File: src/rtl/flash_pwr_pkg.sv
// Purpose: Shared constants and types for the flash wake and power-up control ends
// Assumes: 100 MHz system clock on both ends
// Notes: Instruction codes are plain defaults

package flash_pwr_pkg;

  localparam int CLK_MHZ = 100;

  // Least delay from supply good to first select
  localparam int SELECT_DELAY_US = 30;
  localparam int SELECT_CYCLES = SELECT_DELAY_US * CLK_MHZ;
  // Write lockout after supply good
  localparam int UNLOCK_DELAY_MS = 1;
  localparam int UNLOCK_CYCLES = UNLOCK_DELAY_MS * 1000 * CLK_MHZ;
  localparam int WAKE_DELAY_US = 3;
  localparam int WAKE_CYCLES = WAKE_DELAY_US * CLK_MHZ;
  localparam int SLEEP_DELAY_US = 3;
  localparam int SLEEP_CYCLES = SLEEP_DELAY_US * CLK_MHZ;
  // Self-timed modify cycle length
  localparam int MODIFY_TIME_US = 100;
  localparam int MODIFY_CYCLES = MODIFY_TIME_US * CLK_MHZ;

  localparam int SCLK_HALF = 8;
  localparam int PAGE_BYTES = 16;
  localparam int ADDR_BYTES = 3;

  localparam logic [7:0] WAKE_CMD = 8'hab;
  localparam logic [7:0] SLEEP_CMD = 8'hb9;
  localparam logic [7:0] MODIFY_ARM_CMD = 8'h06;
  localparam logic [7:0] PAGE_REWRITE_CMD = 8'h0a;
  localparam logic [7:0] PAGE_FILL_CMD = 8'h02;
  localparam logic [7:0] PAGE_CLEAR_CMD = 8'hdb;
  localparam logic [7:0] BLOCK_CLEAR_CMD = 8'hd8;
  localparam logic [7:0] STATUS_READ_CMD = 8'h05;
  localparam logic [7:0] DATA_READ_CMD = 8'h03;

  localparam int CYCLE_ACTIVE_BIT = 0;
  localparam int MODIFY_PERMIT_BIT = 1;
  localparam logic [7:0] ERASED_BYTE = 8'hff;

  typedef enum logic [2:0] {
    PWR_RESET,
    PWR_STANDBY,
    PWR_SLEEP_ENTRY,
    PWR_SLEEP,
    PWR_WAKING
  } pwr_state_t;

  typedef enum logic [1:0] {
    OP_FILL,
    OP_REWRITE,
    OP_CLEAR
  } modify_op_t;

endpackage

File: src/rtl/flash_link_if.sv
// Purpose: Four-wire serial link plus reset pin between host and flash
// Assumes: Host drives clock, select, data in and reset pin
// Notes: No two-way pins

`timescale 1ns/10ps

interface flash_link_if;
  logic sclk;
  logic cs_n;
  logic mosi;
  logic miso;
  logic rst_n;

  modport dev (
    input sclk,
    input cs_n,
    input mosi,
    input rst_n,
    output miso
  );

  modport host (
    output sclk,
    output cs_n,
    output mosi,
    output rst_n,
    input miso
  );
endinterface

File: src/rtl/flash_wake_dev.sv
// Purpose: Flash end: power-up gating, deep sleep entry and wake, self-timed cycles
// Assumes: Link pins and supply good are asynchronous and pass two flip-flops
// Notes: A small page of the array is modelled; it survives supply loss

`timescale 1ns/10ps
module flash_wake_dev #(
  parameter int SELECT_CYCLES = flash_pwr_pkg::SELECT_CYCLES,
  parameter int UNLOCK_CYCLES = flash_pwr_pkg::UNLOCK_CYCLES,
  parameter int WAKE_CYCLES = flash_pwr_pkg::WAKE_CYCLES,
  parameter int SLEEP_CYCLES = flash_pwr_pkg::SLEEP_CYCLES,
  parameter int MODIFY_CYCLES = flash_pwr_pkg::MODIFY_CYCLES,
  parameter int PAGE_BYTES = flash_pwr_pkg::PAGE_BYTES
) (
  // Clock, reset, enable
  input wire logic clock_i,
  input wire logic sys_rst_i,
  input wire logic clk_en_i,
  // Supply monitor
  input wire logic supply_good_i,
  // Serial link
  flash_link_if.dev link,
  // Status towards the user side
  output flash_pwr_pkg::pwr_state_t state_o,
  output logic cycle_active_o,
  output logic modify_permit_o,
  output logic read_allowed_o,
  output logic write_allowed_o,
  output logic cmd_done_o,
  output logic cmd_reject_o,
  output logic [7:0] cmd_code_o
);
  localparam int AW = $clog2(PAGE_BYTES);
  typedef struct packed {
    logic [1:0] sclk_s, cs_s, mosi_s, rstp_s, pg_s;
    logic sclk_p, cs_p;
    flash_pwr_pkg::pwr_state_t st;
    flash_pwr_pkg::modify_op_t op;
    logic modify_permit_flag, cycle_active_flag, rd_ok, wr_ok;
    logic [31:0] pu_cnt, dly_cnt, cyc_cnt;
    logic [15:0] bit_cnt;
    logic [7:0] sh, cmd;
    logic [23:0] addr;
    logic [7:0] out_sr;
    logic done, rej;
    logic [7:0] code;
    logic [PAGE_BYTES-1:0][7:0] mem, stage;
    logic [PAGE_BYTES-1:0] mask;
  } dev_state_t;
  dev_state_t r_q, r_d;
  logic sclk_rise, sclk_fall, cs_fall, cs_rise;
  logic selected, listen, is_modify;
  logic [7:0] in_byte;
  logic [15:0] nbytes;
  logic [AW-1:0] idx;

  always_comb begin
    r_d = r_q;
    r_d.sclk_s = {r_q.sclk_s[0], link.sclk};
    r_d.cs_s = {r_q.cs_s[0], link.cs_n};
    r_d.mosi_s = {r_q.mosi_s[0], link.mosi};
    r_d.rstp_s = {r_q.rstp_s[0], link.rst_n};
    r_d.pg_s = {r_q.pg_s[0], supply_good_i};
    r_d.sclk_p = r_q.sclk_s[1];
    r_d.cs_p = r_q.cs_s[1];
    r_d.done = 1'b0;
    r_d.rej = 1'b0;
    sclk_rise = r_q.sclk_s[1] & ~r_q.sclk_p;
    sclk_fall = ~r_q.sclk_s[1] & r_q.sclk_p;
    cs_fall = ~r_q.cs_s[1] & r_q.cs_p;
    cs_rise = r_q.cs_s[1] & ~r_q.cs_p;
    selected = ~r_q.cs_s[1];
    in_byte = {r_q.sh[6:0], r_q.mosi_s[1]};
    nbytes = r_q.bit_cnt >> 3;
    idx = AW'(r_q.addr[AW-1:0] + nbytes[AW-1:0] - AW'(4));
    is_modify = (r_q.cmd == flash_pwr_pkg::PAGE_FILL_CMD)
             || (r_q.cmd == flash_pwr_pkg::PAGE_REWRITE_CMD)
             || (r_q.cmd == flash_pwr_pkg::PAGE_CLEAR_CMD)
             || (r_q.cmd == flash_pwr_pkg::BLOCK_CLEAR_CMD);
    listen = ((r_q.st == flash_pwr_pkg::PWR_STANDBY) && r_q.rd_ok)
          || (r_q.st == flash_pwr_pkg::PWR_SLEEP);
    // Power-up timers restart whenever the supply dips
    if (!r_q.pg_s[1]) begin
      r_d.pu_cnt = '0;
    end else if (r_q.pu_cnt < 32'(UNLOCK_CYCLES)) begin
      r_d.pu_cnt = r_q.pu_cnt + 32'd1;
    end
    r_d.rd_ok = r_q.pg_s[1] && (r_q.pu_cnt >= 32'(SELECT_CYCLES));
    r_d.wr_ok = r_q.pg_s[1] && (r_q.pu_cnt >= 32'(UNLOCK_CYCLES));
    if (!r_q.pg_s[1] || !r_q.rstp_s[1]) begin
      // Logic held in reset; any running cycle is abandoned, array kept
      r_d.st = flash_pwr_pkg::PWR_RESET;
      r_d.modify_permit_flag = 1'b0;
      r_d.cycle_active_flag = 1'b0;
      r_d.bit_cnt = '0;
      r_d.out_sr = '0;
      r_d.dly_cnt = '0;
      r_d.cyc_cnt = '0;
    end else begin
      unique case (r_q.st)
        flash_pwr_pkg::PWR_RESET: r_d.st = flash_pwr_pkg::PWR_STANDBY;
        flash_pwr_pkg::PWR_SLEEP_ENTRY: begin
          r_d.dly_cnt = r_q.dly_cnt + 32'd1;
          if (r_q.dly_cnt >= 32'(SLEEP_CYCLES - 1)) begin
            r_d.st = flash_pwr_pkg::PWR_SLEEP;
          end
        end
        flash_pwr_pkg::PWR_WAKING: begin
          r_d.dly_cnt = r_q.dly_cnt + 32'd1;
          if (r_q.dly_cnt >= 32'(WAKE_CYCLES - 1)) begin
            r_d.st = flash_pwr_pkg::PWR_STANDBY;
          end
        end
        flash_pwr_pkg::PWR_STANDBY, flash_pwr_pkg::PWR_SLEEP: ;
      endcase
      if (r_q.cycle_active_flag) begin
        r_d.cyc_cnt = r_q.cyc_cnt + 32'd1;
        if (r_q.cyc_cnt >= 32'(MODIFY_CYCLES - 1)) begin
          r_d.cycle_active_flag = 1'b0;
          r_d.modify_permit_flag = 1'b0;
          for (int i = 0; i < PAGE_BYTES; i++) begin
            unique case (r_q.op)
              flash_pwr_pkg::OP_CLEAR: r_d.mem[i] = flash_pwr_pkg::ERASED_BYTE;
              flash_pwr_pkg::OP_FILL: r_d.mem[i] = r_q.mem[i] & r_q.stage[i];
              flash_pwr_pkg::OP_REWRITE: r_d.mem[i] = r_q.mask[i] ? r_q.stage[i] : r_q.mem[i];
              default: r_d.mem[i] = r_q.mem[i];
            endcase
          end
        end
      end
      // Frame start; the staging page is frozen while a cycle runs
      if (cs_fall) begin
        r_d.bit_cnt = '0;
        r_d.cmd = '0;
        if (!r_q.cycle_active_flag) begin
          r_d.stage = '1;
          r_d.mask = '0;
        end
      end
      if (selected && sclk_rise) begin
        r_d.sh = in_byte;
        if (r_q.bit_cnt != 16'hffff) begin
          r_d.bit_cnt = r_q.bit_cnt + 16'd1;
        end
        if (r_q.bit_cnt[2:0] == 3'd7) begin
          if (nbytes == 16'd0) begin
            r_d.cmd = in_byte;
          end else if (nbytes <= 16'(flash_pwr_pkg::ADDR_BYTES)) begin
            r_d.addr = {r_q.addr[15:0], in_byte};
          end else if (!r_q.cycle_active_flag && (r_q.st == flash_pwr_pkg::PWR_STANDBY)) begin
            r_d.stage[idx] = in_byte;
            r_d.mask[idx] = 1'b1;
          end
        end
      end
      // Serial answers only in standby after the select delay
      if (!selected || !listen || (r_q.st != flash_pwr_pkg::PWR_STANDBY)) begin
        r_d.out_sr = '0;
      end else if (sclk_fall) begin
        if ((r_q.bit_cnt[2:0] == 3'd0) && (r_q.bit_cnt != 16'd0)) begin
          if (r_q.cmd == flash_pwr_pkg::STATUS_READ_CMD) begin
            r_d.out_sr = '0;
            r_d.out_sr[flash_pwr_pkg::CYCLE_ACTIVE_BIT] = r_q.cycle_active_flag;
            r_d.out_sr[flash_pwr_pkg::MODIFY_PERMIT_BIT] = r_q.modify_permit_flag;
          end else if ((r_q.cmd == flash_pwr_pkg::DATA_READ_CMD) && (nbytes >= 16'd4)) begin
            r_d.out_sr = r_q.mem[idx];
          end else begin
            r_d.out_sr = '0;
          end
        end else begin
          r_d.out_sr = {r_q.out_sr[6:0], 1'b0};
        end
      end
      // Execute on select rise; a frame seen outside listen is dropped
      if (cs_rise && listen && (r_q.bit_cnt != 16'd0)) begin
        r_d.code = r_q.cmd;
        r_d.rej = 1'b1;
        if (r_q.st == flash_pwr_pkg::PWR_SLEEP) begin
          if ((r_q.cmd == flash_pwr_pkg::WAKE_CMD) && (r_q.bit_cnt == 16'd8)
              && !r_q.cycle_active_flag) begin
            r_d.st = flash_pwr_pkg::PWR_WAKING;
            r_d.dly_cnt = '0;
            r_d.rej = 1'b0;
            r_d.done = 1'b1;
          end
        end else if (r_q.cmd == flash_pwr_pkg::SLEEP_CMD) begin
          if (!r_q.cycle_active_flag && (r_q.bit_cnt == 16'd8)) begin
            r_d.st = flash_pwr_pkg::PWR_SLEEP_ENTRY;
            r_d.dly_cnt = '0;
            r_d.rej = 1'b0;
            r_d.done = 1'b1;
          end
        end else if (r_q.cmd == flash_pwr_pkg::MODIFY_ARM_CMD) begin
          if (!r_q.cycle_active_flag && r_q.wr_ok && (r_q.bit_cnt == 16'd8)) begin
            r_d.modify_permit_flag = 1'b1;
            r_d.rej = 1'b0;
            r_d.done = 1'b1;
          end
        end else if (is_modify) begin
          if (!r_q.cycle_active_flag && r_q.wr_ok && r_q.modify_permit_flag && (r_q.bit_cnt[2:0] == 3'd0)) begin
            if ((r_q.cmd == flash_pwr_pkg::PAGE_CLEAR_CMD)
                || (r_q.cmd == flash_pwr_pkg::BLOCK_CLEAR_CMD)) begin
              if (r_q.bit_cnt == 16'd32) begin
                r_d.op = flash_pwr_pkg::OP_CLEAR;
                r_d.cycle_active_flag = 1'b1;
                r_d.cyc_cnt = '0;
                r_d.rej = 1'b0;
                r_d.done = 1'b1;
              end
            end else if (r_q.bit_cnt >= 16'd40) begin
              r_d.op = (r_q.cmd == flash_pwr_pkg::PAGE_FILL_CMD) ?
                flash_pwr_pkg::OP_FILL : flash_pwr_pkg::OP_REWRITE;
              r_d.cycle_active_flag = 1'b1;
              r_d.cyc_cnt = '0;
              r_d.rej = 1'b0;
              r_d.done = 1'b1;
            end
          end
        end else if ((r_q.cmd == flash_pwr_pkg::WAKE_CMD)
                     || (r_q.cmd == flash_pwr_pkg::STATUS_READ_CMD)
                     || (r_q.cmd == flash_pwr_pkg::DATA_READ_CMD)) begin
          // Wake while awake is harmless but still checked for framing
          if ((r_q.cmd != flash_pwr_pkg::WAKE_CMD)
              || ((r_q.bit_cnt == 16'd8) && !r_q.cycle_active_flag)) begin
            r_d.rej = 1'b0;
            r_d.done = 1'b1;
          end
        end
      end
    end
  end
  always_ff @(posedge clock_i or posedge sys_rst_i) begin
    if (sys_rst_i) begin
      r_q <= '0;
      r_q.cs_s <= 2'b11;
      r_q.cs_p <= 1'b1;
      r_q.st <= flash_pwr_pkg::PWR_RESET;
      r_q.mem <= '1;
      r_q.stage <= '1;
    end else if (clk_en_i) begin
      r_q <= r_d;
    end
  end
  assign link.miso = r_q.out_sr[7];
  assign state_o = r_q.st;
  assign cycle_active_o = r_q.cycle_active_flag;
  assign modify_permit_o = r_q.modify_permit_flag;
  assign read_allowed_o = r_q.rd_ok;
  assign write_allowed_o = r_q.wr_ok;
  assign cmd_done_o = r_q.done;
  assign cmd_reject_o = r_q.rej;
  assign cmd_code_o = r_q.code;
endmodule

File: src/flat_wrapper.sv
// flat-port wrapper written by rule: the top's interface ports become plain ports
module flash_wake_dev_flat 
#(
  parameter int SELECT_CYCLES = flash_pwr_pkg::SELECT_CYCLES,
  parameter int UNLOCK_CYCLES = flash_pwr_pkg::UNLOCK_CYCLES,
  parameter int WAKE_CYCLES = flash_pwr_pkg::WAKE_CYCLES,
  parameter int SLEEP_CYCLES = flash_pwr_pkg::SLEEP_CYCLES,
  parameter int MODIFY_CYCLES = flash_pwr_pkg::MODIFY_CYCLES,
  parameter int PAGE_BYTES = flash_pwr_pkg::PAGE_BYTES
)
  (clock_i, sys_rst_i, clk_en_i, supply_good_i, state_o, cycle_active_o, modify_permit_o, read_allowed_o, write_allowed_o, cmd_done_o, cmd_reject_o, cmd_code_o, link_sclk, link_cs_n, link_mosi, link_rst_n, link_miso);
  flash_link_if link_i ();
  input wire logic clock_i;
  input wire logic sys_rst_i;
  input wire logic clk_en_i;
  input wire logic supply_good_i;
  output flash_pwr_pkg::pwr_state_t state_o;
  output logic cycle_active_o;
  output logic modify_permit_o;
  output logic read_allowed_o;
  output logic write_allowed_o;
  output logic cmd_done_o;
  output logic cmd_reject_o;
  output logic [7:0] cmd_code_o;
  input wire logic [$bits(link_i.sclk)-1:0] link_sclk;
  input wire logic [$bits(link_i.cs_n)-1:0] link_cs_n;
  input wire logic [$bits(link_i.mosi)-1:0] link_mosi;
  input wire logic [$bits(link_i.rst_n)-1:0] link_rst_n;
  output wire logic [$bits(link_i.miso)-1:0] link_miso;
  assign link_i.sclk = link_sclk;
  assign link_i.cs_n = link_cs_n;
  assign link_i.mosi = link_mosi;
  assign link_i.rst_n = link_rst_n;
  assign link_miso = link_i.miso;
  flash_wake_dev #(.SELECT_CYCLES(SELECT_CYCLES), .UNLOCK_CYCLES(UNLOCK_CYCLES), .WAKE_CYCLES(WAKE_CYCLES), .SLEEP_CYCLES(SLEEP_CYCLES), .MODIFY_CYCLES(MODIFY_CYCLES), .PAGE_BYTES(PAGE_BYTES)) u_core (.clock_i(clock_i), .sys_rst_i(sys_rst_i), .clk_en_i(clk_en_i), .supply_good_i(supply_good_i), .link(link_i), .state_o(state_o), .cycle_active_o(cycle_active_o), .modify_permit_o(modify_permit_o), .read_allowed_o(read_allowed_o), .write_allowed_o(write_allowed_o), .cmd_done_o(cmd_done_o), .cmd_reject_o(cmd_reject_o), .cmd_code_o(cmd_code_o));
endmodule
File: config.mk
export PLATFORM = sky130hd
export DESIGN_NAME = flash_wake_dev_flat
export DESIGN_NICKNAME = d
export VERILOG_FILES = /design/src/rtl/flash_pwr_pkg.sv /design/src/rtl/flash_link_if.sv /design/src/rtl/flash_wake_dev.sv /design/src/flat_wrapper.sv
export SDC_FILE = /design/constraint.sdc
export NUM_CORES = 1
export LEC_CHECK = 0
export ABC_CLOCK_PERIOD_IN_PS = 16280
export BUFFER_PORTS_ARGS = -buffer_cell sky130_fd_sc_hd__buf_2
export CAP_MARGIN = 5
export CORE_ASPECT_RATIO = 0.5
export CORE_MARGIN = 2
export CORE_UTILIZATION = 45
export CTS_CLUSTER_DIAMETER = 120
export DETAILED_ROUTE_END_ITERATION = 10
export PLACE_DENSITY_LB_ADDON = 0.3
export RECOVER_POWER = 25
export SETUP_SLACK_MARGIN = 0.1
export SLEW_MARGIN = 25
export SYNTH_ARGS = -nofsm -noshare
export SYNTH_HDL_FRONTEND = slang
export SYNTH_SLANG_ARGS = --single-unit
File: constraint.sdc
create_clock -name clock_i -period 16.28 [get_ports clock_i]
set_input_delay 3.256 -clock clock_i [delete_from_list [all_inputs] [get_ports clock_i]]
set_output_delay 3.256 -clock clock_i [all_outputs]
set_load 0.01 [all_outputs]
# --- Word level (Yosys, flattened, before mapping) ---
# Cells that the tools add are included.
op_classes:
  add_sub_neg: 6
  mul: 0
  div_mod_pow: 0
  order_cmp: 10
  eq_ne: 39
  n_shift: 0
  muxes: 125
  n_bitwise: 30
  reduce_logical: 64
ops:
  columns: ["operator", "count"]
  rows:
  - ["144-bit two-way mux", 8]
  - ["32-bit two-way mux", 17]
  - ["8-bit one-hot mux with 3 select lines", 16]
  - ["282-bit two-way mux", 1]
  - ["128-bit two-way mux", 2]
  - ["8-bit two-way mux", 26]
  - ["8-bit AND", 16]
  - ["128-bit bitwise mux", 1]
  - ["6-bit AND reduction", 17]
  - ["32-bit by 1-bit adder with 32-bit output, second input constant", 3]
  - ["80-bit two-way mux", 1]
  - ["64-bit two-way mux", 1]
  - ["56-bit two-way mux", 1]
  - ["24-bit two-way mux", 2]
  - ["2-bit two-way mux", 22]
  - ["8-bit binary-select mux with 4-bit select", 1]
  - ["8-bit demux with 4-bit select", 1]
  - ["8-bit equality test, second input constant", 4]
  - ["32-bit by 12-bit greater-or-equal comparator with 1-bit output, second input constant", 1]
  - ["32-bit by 14-bit greater-or-equal comparator with 1-bit output, second input constant", 1]
  - ["32-bit by 17-bit greater-or-equal comparator with 1-bit output, second input constant", 1]
  - ["32-bit by 9-bit greater-or-equal comparator with 1-bit output, second input constant", 1]
  - ["32-bit by 17-bit less-than comparator with 1-bit output, second input constant", 1]
  - ["16-bit two-way mux", 2]
  - ["46 further kinds", 127]
totals:
  register_bits: 463
  latchBits: 0
  ramBits: 0
  rom_bits: 0
  input_bits: 8
  out_inout_bits: 18
  wordCells: 331
  memories: 0

# --- Longest topological paths before layout ---
depth:
  depth_word: 13
  ltp_mapped: 13
  ltp_nobuf: 10

# --- Least setup slack after synthesis ---
# OpenSTA, ideal clock, no wires.
synth_path:
  path_kind: "in2reg"
  from: "in clk_en_i"
  to: "reg u_core.r_q[55] (netlist name)"
  setup_time_ps: 83
  t_arrival_ps: 4826
  t_required_ps: 16197
  path_slack_ps: 11371
  stages: 10
  n_path_buf: 3
  cell_sequence: "and3_1 -> buf_2 -> nand3_1 -> and3b_1 -> nand2_1 -> or3_1 -> buf_2 -> buf_2 -> nor2_1 -> a21oi_1"
synth_via:
  elab_chain_cells: 1
synth_rtl:
  columns: ["element", "line", "text"]
  rows:
  - ["start, declared", "flat_wrapper.sv:15", "input wire logic clk_en_i;"]
  - ["2-bit AND reduction (no line)", null, null]
  - ["end signal, assigned", "flash_wake_dev.sv:240", "r_q <= r_d;"]
  - ["end, declared", "flash_wake_dev.sv:49", "dev_state_t r_q, r_d;"]
# No other way between the ends.
# A chain may end at the register's enable or synchronous reset.

==> flow_metrics.env <==
export IMPL_status="finished with violations"
export IMPL_violations="max-capacitance violations, max-slew violations"
export IMPL_fin_area_um2=24100
export IMPL_cts_sinks=442
export IMPL_syn_nets=2352
export IMPL_max_freq_ghz=0.122
export IMPL_post_cts_setup_buffer_count=0
export IMPL_drtAntennaViolNets=0
export IMPL_cts_max_level=2
export IMPL_synth_edf_count=0
export IMPL_hpwl_um=36500
export IMPL_synth_async_reset_ratio_pct=100
export IMPL_final_core_util_pct=49.6
export IMPL_wirelength_um=58800
export IMPL_drc=0
export IMPL_synth_cell_types=83
export IMPL_die_x_um=318
export IMPL_cp_arrival_ns=8.84
export IMPL_synthAdderAreaFrac_pct=0.756
export IMPL_final_common_cell="nand2_1"
export IMPL_diodes=0
export IMPL_grt_antenna_before_repair=1
export IMPL_hold_class="reg -> reg"
export IMPL_syn_area_um2=22200
export IMPL_synth_warnings=0
export IMPL_core_um2=48600
export IMPL_ys_flop_type="dfstp_2"
export IMPL_grt_pass1_vias=16500
export IMPL_vias_per_cell=5.97
export IMPL_num_nets_final=2285
export IMPL_syn2layout_area_growth_pct=8.59
export IMPL_pwr_density_cell_nw_per_um2=121
export IMPL_cts_resized=0
export IMPL_first_pass_iters=6
export IMPL_placed_area_um2=22600
export IMPL_synth_seq_area_share_pct=51.4
export IMPL_drive_gt1_share_pct=20.9
export IMPL_hold_viol=0
export IMPL_synthMuxAreaShare_pct=5.62
export IMPL_cp_slowest_cell="clkinvlp_2"
export IMPL_vias=17600
export IMPL_grtUsageTotal_pct=23.1
export IMPL_worstSetupPathType="in -> async"
export IMPL_cp_required_ns=16.91
export IMPL_synth_xor_area_share_pct=0.593
export IMPL_setup_violations=0
export IMPL_clk_latency_ns=0.57
export IMPL_grt_ovfl_total=0
export IMPL_period_share_pct=50.4
export IMPL_synth_seq_cells=442
export IMPL_wl_per_cell_um=20.0
export IMPL_die_h_um=161
export IMPL_timing_setup_tns_ns=0
export IMPL_grt_pass1_wl_um=94700
export IMPL_min_period_ns=8.21
export IMPL_relSlewSlack_pct=-235
export IMPL_rsz0062_at_grt="false"
export IMPL_nFillCells=4389
export IMPL_crit_fanout=138
export IMPL_fin_skew_ns=0.0296
export IMPL_gp_congestion=0.849
export IMPL_start_util_pct=45.6
export IMPL_critPathMaxStageDelay_ns=2.72
export IMPL_hold_buffers=0
export IMPL_synthSimpleGateAreaFrac_pct=21.7
export IMPL_clockBufferDepth=3
export IMPL_yosys_area_top_type_share_pct=30.7
export IMPL_p_leak_uw=0.00998
export IMPL_mostFrequentLayoutCells="nand2_1 (350), dfstp_2 (259), o21ai_0 (247)"
export IMPL_die_area_um2=51200
export IMPL_final_max_slew_viol_count=315
export IMPL_holdWs_ns=0.482
export IMPL_crit_chain="buf_2, clkinvlp_2, clkbuf_1, buf_16"
export IMPL_synthCells=2332
export IMPL_synth_top_family_by_area="simple AND/OR/NAND/NOR gates"
export IMPL_synth_area_leader_cell="dfstp_2"
export IMPL_row_count=57
export IMPL_cts_buffers=43
export IMPL_max_cap_viol_count=5
export IMPL_portBuffers=25
export IMPL_cp_start_kind="input port"
export IMPL_cts_root_buf="clkbuf_16"
export IMPL_clk_pin_slew_ns=0.07
export IMPL_drt_iter0_markers=1488
export IMPL_worst_pin_slew_ns=5.03
export IMPL_ir_worst_vdd_mv=0.0866
export IMPL_cts_tree="done"
export IMPL_grt_start_max_net_pins=187
export IMPL_synth_compound_area_share_pct=15.9
export IMPL_io_pins=26
export IMPL_cp_end_kind="asynchronous set/reset pin"
export IMPL_synth_area_top_cells="dfstp_2 (31%), dfrtp_1 (21%), nand2_1 (5.9%), o21ai_0 (5.6%), nand3_1 (4.4%)"
export IMPL_postSynthAreaPerCell_um2=9.51
[power breakdown]
part / internal [uW] / switching [uW] / total, uW
registers: 1390 / 140 / 1530
clock network: 601 / 445 / 1050
logic: 122 / 222 / 345
total: 2110 / 808 / 2920
[area by class of cell]
class                      instances  area [um^2]  share of cell area [%]
timing repair buffer              51          324                    1.35
inverter                          40          151                   0.629
tap                              649          812                    3.37
clock inverter                    16          176                   0.733
sequential                       442        11400                    47.3
multi-input combinational       1687         9930                    41.2
clock buffer                      63         1290                    5.37
[cells in the mapped netlist (31+ instances only)]
cell / number
a21oi_1: 92
a22o_1: 52
and2_1: 31
clkbuf_1: 97
dfrtp_1: 183
dfstp_2: 259
inv_1: 38
mux4_2: 40
nand2_1: 351
nand3_1: 193
nand4_1: 31
nor2_1: 215
nor3_1: 43
o21ai_0: 247
o21ai_1: 33
[kinds of logic (layout without fill, tap and decap cells)]
kind of cell,count (synthesis),count (layout)
and+or+nand+nor,1015,1015
AOI/OAI and AO/OA,573,573
DFF,442,442
buffers and inverters,203,170
muxes,71,71
xor gates and xnor gates,15,15
adders and majority gates,13,13
[critical path: cells and delay by family]
family,cells,cell delay [ns]
buf+inv,4,5.36
[routing by layer]
metal | vias to the layer above | part of all wire (%) | global-route usage [%] | routed length [um]
li1 | 8225 | - | - | -
met1 | 8803 | 46 | 32.5 | 26900
met2 | 511 | 46 | 36.9 | 26900
met3 | 66 | 6.5 | 4.69 | 3850
met4 | 2 | 1.9 | 5.17 | 1130
met5 | - | 0.027 | 0 | 16
[final timing paths]
| check | start | to | slack, ns | depth (start not counted) |
|---|---|---|---|---|
| worst max-delay path | sys_rst_i | u_core.r_q[7] | 8.07 | 4 |
| worst min-delay path | u_core.r_d[454] | u_core.r_q[454] | 0.48 | 2 |
| worst max register to register | u_core.r_q[454] | u_core.r_q[218] | 12.13 | 7 |
| worst min register to register | u_core.r_d[454] | u_core.r_q[454] | 0.48 | 2 |
| max in group clock_i | clk_en_i | u_core.r_q[425] | 8.51 | 6 |
| min in group asynchronous | sys_rst_i | u_core.r_q[287] | 4.31 | 2 |
[metrics by stage]
step	total power [uW]	setup WS [ns]	std cells
2_1_floorplan	1740	1.14	2332
3_3_place_gp	1870	9.96	2868
3_5_place_dp	1880	9.85	2868
4_1_cts	2930	10.42	2947
5_1_grt	3050	7.14	2948
6_report	2920	8.07	2948
[state kept, by name, indices dropped and copies added, names as in the netlist]
name and flops:
u_core.r_d 7, u_core.modify_permit_o 1, u_core.read_allowed_o 1, u_core.cmd_done_o 1, u_core.cmd_code_o 8, u_core.write_allowed_o 1
u_core.in_byte 8, u_core.cycle_active_o 1, u_core.r_q 396, u_core.nbytes 13, u_core.cmd_reject_o 1, u_core.state_o 3
u_core.link.miso 1
No activity file was read; power rests on OpenSTA's default activity.
